==> src/rtl/phy_status_pkg.sv <==
package phy_status_pkg;
   localparam logic [4:0] STATUS_ADDR = 5'h01;
   localparam logic [15:0] STATUS_RESET = 16'h7809;
   localparam int BIT_T4 = 15;
   localparam int BIT_TX_FD = 14;
   localparam int BIT_TX_HD = 13;
   localparam int BIT_10_FD = 12;
   localparam int BIT_10_HD = 11;
   localparam int BIT_RSVD_HI = 10;
   localparam int BIT_RSVD_LO = 7;
   localparam int BIT_PREAMBLE = 6;
   localparam int BIT_AN_DONE = 5;
   localparam int BIT_RFAULT = 4;
   localparam int BIT_AN_ABLE = 3;
   localparam int BIT_LINK = 2;
   localparam int BIT_JABBER = 1;
   localparam int BIT_EXT_CAP = 0;
   localparam logic [15:0] OVR_MASK = 16'h7FC0;
   localparam logic [15:0] RSVD_MASK = 16'h0780;
endpackage

==> src/rtl/phy_status_register.sv <==
`timescale 1ns/1ps
`default_nettype none
// Behaviour
// - Any reset loads every status bit with its default value.
// - Station manager reads this register only at management address one.
// - Bit 15 always reads zero and ignores writes.
// - Bit 14 defaults one, writable only with override write enable.
// - Bit 13 defaults one, writable only with override write enable.
// - Bit 12 defaults one, writable only with override write enable.
// - Bit 11 defaults one, writable only with override write enable.
// - Bit 6 reports preamble suppression ability, defaulting to zero.
// - Bit 5 latches high on negotiation completion while negotiation is enabled, until read.
// - Bit 4 latches high on remote fault; read here or mirror clears it.
// - Bit 2 latches low on link loss until read.
// - Bit 1 latches high on jabber; read here or mirror clears it.
module phy_status_register
   import phy_status_pkg::*;
(
   input wire logic sys_clk,
   input wire logic nrst,
   input wire logic [4:0] reg_addr,
   input wire logic reg_rd,
   input wire logic reg_wr,
   input wire logic [15:0] reg_wdata,
   input wire logic override_writable,
   input wire logic mirror_rd,
   input wire logic an_enabled,
   input wire logic an_complete,
   input wire logic remote_fault,
   input wire logic link_ok,
   input wire logic jabber,
   output logic [15:0] reg_rdata
);
   // Override-writable capability bits, kept as a full word so field positions stay readable.
   logic [15:0] ovr_bits;
   logic [15:0] next_ovr_bits;
   // Latched status bits and their next values.
   logic an_done;
   logic next_an_done;
   logic rfault;
   logic next_rfault;
   logic link;
   logic next_link;
   logic jab;
   logic next_jab;
   logic [15:0] next_rdata;

   // Set wins over clear, so an event that lands in the read cycle is still seen by the next read.
   function automatic logic latch_high_next(
      input logic held,
      input logic ev_now,
      input logic clear
   );
      latch_high_next = ev_now || (held && !clear);
   endfunction

   // A latch-low bit recovers only on a read, and only if the live condition is good at that edge.
   function automatic logic latch_low_next(
      input logic held,
      input logic live_now,
      input logic clear
   );
      latch_low_next = live_now && (held || clear);
   endfunction

   // The decode and its checks compare against the one management address.
   function automatic logic addr_match(
      input logic [4:0] addr
   );
      addr_match = (addr == STATUS_ADDR);
   endfunction

   // Reserved bits are dropped on a store; the station is expected to send zeros there.
   function automatic logic [15:0] store_filter(
      input logic [15:0] word
   );
      store_filter = word & OVR_MASK & ~RSVD_MASK;
   endfunction

   wire sel = addr_match(reg_addr);
   wire rd_hit = reg_rd && sel;
   wire wr_hit = reg_wr && sel;
   wire wr_ovr = wr_hit && override_writable;
   // Remote fault and jabber are shared with the quick-poll mirror, so either read releases them.
   wire shared_rd = rd_hit || mirror_rd;
   // Completion only counts while negotiation is enabled.
   wire an_live = an_enabled && an_complete;

   wire [15:0] live_word = {1'b0, ovr_bits[14:11], 4'h0, ovr_bits[BIT_PREAMBLE],
                            an_done, rfault, 1'b1, link, jab, 1'b1};

   assign next_ovr_bits = wr_ovr ? store_filter(reg_wdata) : ovr_bits;
   assign next_an_done = latch_high_next(an_done, an_live, rd_hit);
   assign next_rfault = latch_high_next(rfault, remote_fault, shared_rd);
   assign next_link = latch_low_next(link, link_ok, rd_hit);
   assign next_jab = latch_high_next(jab, jabber, shared_rd);
   // The read data holds between reads, so the station may sample it at any later time.
   assign next_rdata = rd_hit ? live_word : reg_rdata;

   always_ff @(posedge sys_clk) begin
      if (!nrst) begin
         ovr_bits <= STATUS_RESET & OVR_MASK;
      end else begin
         ovr_bits <= next_ovr_bits;
      end
   end

   always_ff @(posedge sys_clk) begin
      if (!nrst) begin
         an_done <= STATUS_RESET[BIT_AN_DONE];
      end else begin
         an_done <= next_an_done;
      end
   end

   always_ff @(posedge sys_clk) begin
      if (!nrst) begin
         rfault <= STATUS_RESET[BIT_RFAULT];
      end else begin
         rfault <= next_rfault;
      end
   end

   // Link starts low after reset, so the first read reports the link as down.
   always_ff @(posedge sys_clk) begin
      if (!nrst) begin
         link <= STATUS_RESET[BIT_LINK];
      end else begin
         link <= next_link;
      end
   end

   always_ff @(posedge sys_clk) begin
      if (!nrst) begin
         jab <= STATUS_RESET[BIT_JABBER];
      end else begin
         jab <= next_jab;
      end
   end

   always_ff @(posedge sys_clk) begin
      if (!nrst) begin
         reg_rdata <= 16'h0000;
      end else begin
         reg_rdata <= next_rdata;
      end
   end

   // Fixed fields of the read word.
   t4_zero_a: assert property (@(posedge sys_clk) disable iff (!nrst)
      rd_hit |=> reg_rdata[BIT_T4] == 1'b0) else $error("t4 bit read nonzero");
   fixed_ones_a: assert property (@(posedge sys_clk) disable iff (!nrst)
      rd_hit |=> reg_rdata[BIT_AN_ABLE] && reg_rdata[BIT_EXT_CAP]) else $error("fixed ones lost");
   rsvd_zero_a: assert property (@(posedge sys_clk) disable iff (!nrst)
      rd_hit |=> (reg_rdata & RSVD_MASK) == 16'h0000) else $error("reserved bits nonzero");
   ovr_clean_a: assert property (@(posedge sys_clk) disable iff (!nrst)
      (ovr_bits & ~(OVR_MASK & ~RSVD_MASK)) == 16'h0000) else $error("fixed bit stored");

   // Override-writable capability bits and read data hold.
   ovr_lock_a: assert property (@(posedge sys_clk) disable iff (!nrst)
      !(reg_wr && override_writable) |=> $stable(ovr_bits)) else $error("capability bits moved");
   ovr_write_a: assert property (@(posedge sys_clk) disable iff (!nrst)
      wr_ovr |=> ovr_bits[14:11] == $past(reg_wdata[14:11])) else $error("capability write lost");
   ovr_bit12_a: assert property (@(posedge sys_clk) disable iff (!nrst)
      wr_ovr |=> ovr_bits[BIT_10_FD] == $past(reg_wdata[BIT_10_FD])) else $error("bit 12 write lost");
   pre_store_a: assert property (@(posedge sys_clk) disable iff (!nrst)
      wr_ovr |=> ovr_bits[BIT_PREAMBLE] == $past(reg_wdata[BIT_PREAMBLE])) else $error("bit 6 write lost");
   addr_miss_a: assert property (@(posedge sys_clk) disable iff (!nrst)
      reg_wr && !addr_match(reg_addr) |=> $stable(ovr_bits)) else $error("foreign write landed");
   rdata_hold_a: assert property (@(posedge sys_clk) disable iff (!nrst)
      !rd_hit |=> $stable(reg_rdata)) else $error("read data moved");

   // Latched status bits and the bit 6 read.
   an_hold_a: assert property (@(posedge sys_clk) disable iff (!nrst)
      an_live ##1 !rd_hit |=> an_done) else $error("an done not held");
   an_off_a: assert property (@(posedge sys_clk) disable iff (!nrst)
      !an_enabled && !an_done |=> !an_done) else $error("an done set while disabled");
   an_clear_a: assert property (@(posedge sys_clk) disable iff (!nrst)
      rd_hit && !an_live |=> !an_done) else $error("an done not released");
   read_an_a: assert property (@(posedge sys_clk) disable iff (!nrst)
      rd_hit |=> reg_rdata[BIT_AN_DONE] == $past(an_done)) else $error("an done read wrong");
   rf_hold_a: assert property (@(posedge sys_clk) disable iff (!nrst)
      remote_fault |=> rfault) else $error("remote fault not latched");
   rf_keep_a: assert property (@(posedge sys_clk) disable iff (!nrst)
      rfault && !shared_rd |=> rfault) else $error("remote fault dropped");
   rf_clear_a: assert property (@(posedge sys_clk) disable iff (!nrst)
      shared_rd && !remote_fault |=> !rfault) else $error("remote fault not cleared");
   link_low_a: assert property (@(posedge sys_clk) disable iff (!nrst)
      !link_ok ##1 !rd_hit |=> !link) else $error("link loss not held");
   link_up_a: assert property (@(posedge sys_clk) disable iff (!nrst)
      rd_hit && link_ok |=> link) else $error("link not restored");
   read_link_a: assert property (@(posedge sys_clk) disable iff (!nrst)
      rd_hit |=> reg_rdata[BIT_LINK] == $past(link)) else $error("link read wrong");
   jab_set_a: assert property (@(posedge sys_clk) disable iff (!nrst)
      jabber |=> jab) else $error("jabber not latched");
   jab_keep_a: assert property (@(posedge sys_clk) disable iff (!nrst)
      jab && !shared_rd |=> jab) else $error("jabber dropped");
   jab_clear_a: assert property (@(posedge sys_clk) disable iff (!nrst)
      mirror_rd && !jabber |=> !jab) else $error("jabber not cleared");
   read_pre_a: assert property (@(posedge sys_clk) disable iff (!nrst)
      rd_hit |=> reg_rdata[BIT_PREAMBLE] == $past(ovr_bits[BIT_PREAMBLE])) else $error("bit 6 read wrong");

   // Reset values.
   reset_val_a: assert property (@(posedge sys_clk)
      !nrst |=> ovr_bits == (STATUS_RESET & OVR_MASK) && !an_done && !link) else $error("bad reset value");
   rdata_zero_a: assert property (@(posedge sys_clk)
      !nrst |=> reg_rdata == 16'h0000) else $error("read data not cleared");

   read_c: cover property (@(posedge sys_clk) disable iff (!nrst) rd_hit && an_done);
   ovr_c: cover property (@(posedge sys_clk) disable iff (!nrst) wr_ovr);
   link_c: cover property (@(posedge sys_clk) disable iff (!nrst) !link ##1 rd_hit ##1 link);
   rf_mirror_c: cover property (@(posedge sys_clk) disable iff (!nrst) rfault ##1 mirror_rd);
   jab_c: cover property (@(posedge sys_clk) disable iff (!nrst) jabber ##1 !jabber ##1 mirror_rd);
endmodule // phy_status_register
`default_nettype wire

==> config.mk <==
export PLATFORM = sky130hd
export DESIGN_NAME = phy_status_register
export DESIGN_NICKNAME = d
export VERILOG_FILES = /design/src/rtl/phy_status_pkg.sv /design/src/rtl/phy_status_register.sv
export SDC_FILE = /design/constraint.sdc
export NUM_CORES = 1
export LEC_CHECK = 0
export BUFFER_PORTS_ARGS = -buffer_cell sky130_fd_sc_hd__buf_2
export CORE_UTILIZATION = 42
export DETAILED_ROUTE_END_ITERATION = 16
export GPL_ROUTABILITY_DRIVEN = 1
export PLACE_DENSITY = 0.77
export SYNTH_ARGS = -nofsm -noshare
export SYNTH_HDL_FRONTEND = slang
export SYNTH_SLANG_ARGS = --single-unit
==> constraint.sdc <==
create_clock -name sys_clk -period 2 [get_ports sys_clk]
set_input_delay 0.4 -clock sys_clk [delete_from_list [all_inputs] [get_ports sys_clk]]
set_output_delay 0.4 -clock sys_clk [all_outputs]
set_load 0.03 [all_outputs]
==> results by group <==
Worst setup path
  • Crit path cell chain: buf_2, or3b_4, nor4_4, mux2i_1
  • CP top delay family: simple AND/OR/NAND/NOR gates
  • R2R cell count: 2
  • Worst reg2reg endpoint: rfault
  • Crit Reg-Reg Startpoint: rfault
  • Arr. time, crit path: 1.65 ns
  • CP max stage cell: nor4_4
  • Crit end category: flip-flop
  • Crit path max fanout: 5
  • CP bufs+invs: 1
  • Startpoint types: input pin
  • CP required: 2.22 ns
  • Kind of critical path: in2reg
  • R2r setup slk: 1.34 ns
  • Max incr delay on CP: 0.49 ns

STA
  • Final Cycle Share: 0.7162
  • Max Fclk: 698.2 MHz
  • Setup ws final: 0.5677 ns
  • RSZ-0062 raised after global routing: no
  • Max-slew violations: 0
  • Min cycle time layout: 1.432 ns
  • Max Clock Skew: 0.003596 ns
  • Rel. slew slack: 0.6432
  • Setup_tns: 0 ns
  • Setup violators final: 0
  • Hold_ws: 0.3055 ns
  • Final hold violation count: 0
  • Worst Tran Pin Value: 0.5313 ns

Floorplanning
  • Core region area: 1802 um2
  • Die X: 46.64 um
  • Die Ht: 46.64 um
  • I/O pins: 48
  • Initial core utilization: 0.4646
  • Die area: 2175 um2
  • Num rows: 15

Synth
  • Cell area after synthesis: 837.1 um2
  • Largest family of logic cells by synthesized area: simple AND/OR/NAND/NOR gates
  • Yosys top cell area share: 0.4544
  • Mapped Avg Cell Area: 9.733 um2
  • Post-synthesis mux area share: 0.1674
  • Most frequent cells after synthesis: 22 x nand2_1, 19 x dfxtp_1, 14 x mux2i_1
  • Xor/xnor cell area share of the yosys netlist: 0
  • Simple-gate share of the synthesized area: 0.2496
  • FF+latch count, synth: 19
  • EDFF count, synth: 0
  • Adder-cell share of the synthesized area: 0
  • Compound-gate portion of the synthesized area: 0.03886
  • Ys async rst share: 0
  • Top-count cell post-synth: nand2_1
  • Mapped Cells: 86
  • Ranking of synthesized cells by area: dfxtp_1 45%, mux2i_1 17%, nand2_1 9.9%
  • Library cells used by synthesis: 16
  • Sequential fraction of the synthesis area: 0.4544
  • Top_reg_cell synth: dfxtp_1
  • Synth area leader: dfxtp_1
  • YS warnings: 0

Route
  • DR DRC count: 0
  • Routed WL: 1.423 mm
  • Vias after detailed routing: 636
  • First-pass DRT Iterations: 3
  • WL/cell: 10.16 um
  • Via/cell ratio: 4.543
  • Initial DRC Count: 1
  • Antenna viol nets, final: 0

Clocking
  • Clk_lat worst skew: 0.29 ns
  • CTS tree: yes
  • Resized cells post-CTS: 0
  • Hold Buf Count CTS: 0
  • Post-CTS Setup Bufs: 0
  • Clock-pin slew on the worst setup and hold paths: 0.10 ns
  • # H-tree levels: 1
  • Num CTS Buffers: 3
  • Clock Path Buffers: 2
  • CTS sink cnt: 19
  • Clock root buffer: clkbuf_4

Power and ir drop
  • Pwr/cell area: 639.9 nW/um2
  • P_leak: 0.4490 nW
  • Worst vdd ir: 0.3754 mV
  • Total Power: 641.3 uW

Placed design
  • PortBufs: 31
  • Post-DP HPWL: 1.053 mm
  • Gpl congestion: 0.6332
  • Dpl ws: 0.2576 ns

Global routing
  • Grt total ovfl: 0
  • Pin count of the biggest net entering global routing: 35
  • GRT Util Overall: 0.1465
  • First-pass GRT wire length: 2.187 mm
  • Initial antenna violation count: 0
  • Vias in the first global route: 555

Worst hold path
  • Hold Crit Endpoint: jab
  • Tightest Hold Check Type: in2reg
  • Beginning of the worst hold path: jabber
  • Hold Path Cell Cnt: 3

Cells and area
  • Final Util: 0.5563
  • Area growth syn-to-layout: 19.73%
  • Diodes inserted: 0
  • Nets: 148
  • Share of layout cells above drive strength 1: 0.3391

Run status
  • Status: finished, final reports clean

Run
  • MaxCap Viol Count: 0
metrics by stage:
| stage | instance area, um2 | instances |
|---|---|---|
| after global routing | 1002 | 140 |
| after floorplan | 852.1 | 90 |
| after detailed placement | 974.7 | 136 |
| final | 1002 | 140 |
| after global placement | 974.7 | 136 |
| after CTS | 1002 | 140 |
registers in the layout, indices dropped and copies added, names as in the netlist:
signal / count
reg_rdata: 10
ovr_bits: 5
an_done: 1
jab: 1
link: 1
rfault: 1
layout make-up:
class	instances	area, um2
fill	184	799.5
multi-input combinational	60	400.4
sequential	19	380.4
timing repair buffer	32	162.7
tap	25	31.28
clock buffer	3	22.52
clock inverter	1	5.005
worst max-delay path by stage:
| stage | cells past startpoint | start | slack (ns) | endpoint |
|---|---|---|---|---|
| after floorplan | 4 | reg_addr[1] | 0.38 | reg_rdata[5] |
| after global placement | 4 | reg_addr[1] | 0.31 | ovr_bits[6] |
| after detailed placement | 4 | reg_addr[1] | 0.26 | ovr_bits[14] |
| after CTS | 4 | reg_addr[1] | 0.57 | ovr_bits[14] |
| after global routing | 4 | reg_addr[1] | 0.55 | ovr_bits[14] |
| final | 4 | reg_addr[1] | 0.57 | ovr_bits[14] |
cells in the final DEF, fill, tap and decap left out, drive strengths merged, types with 2 or more instances in the layout:
cell type  synthesis  final
nand2             22     22
conb               1      5
buf                7     32
nor2b              8      8
dfxtp             19     19
mux2i             14     14
nand3b             2      2
clkbuf             4      3
o21ai              3      3
metal layers:
layer / track usage / share of wire
met1: 0.1559 / 0.43
met5: 0 / 0
met4: 0.08571 / 0.018
met3: 0.04314 / 0.031
met2: 0.2528 / 0.52
worst register-to-register path, delay by kind of cell, from the launching register on:
family	cells	cell delay, ns
AO/OA/AOI/OAI	1	0.16
flip-flops	1	0.35
AND/OR/NAND/NOR	1	0.09
power by group:
| group | total, mW | switching [mW] | internal (mW) | leakage (nW) |
|---|---|---|---|---|
| logic | 0.0698 | 0.0421 | 0.0277 | 0.277 |
| registers | 0.388 | 0.00289 | 0.385 | 0.154 |
| clock network | 0.184 | 0.109 | 0.0742 | 0.0177 |
| total | 0.641 | 0.154 | 0.487 | 0.449 |
logic make-up (layout without fill, tap and decap cells):
group                  count (synthesis)  count (layout)
AO/OA/AOI/OAI                          5               5
buffers and inverters                 11              36
flip-flops                            19              19
multiplexers                          14              14
other                                  1               5
AND/OR/NAND/NOR                       36              36
(Power assumes the default switching activity.)
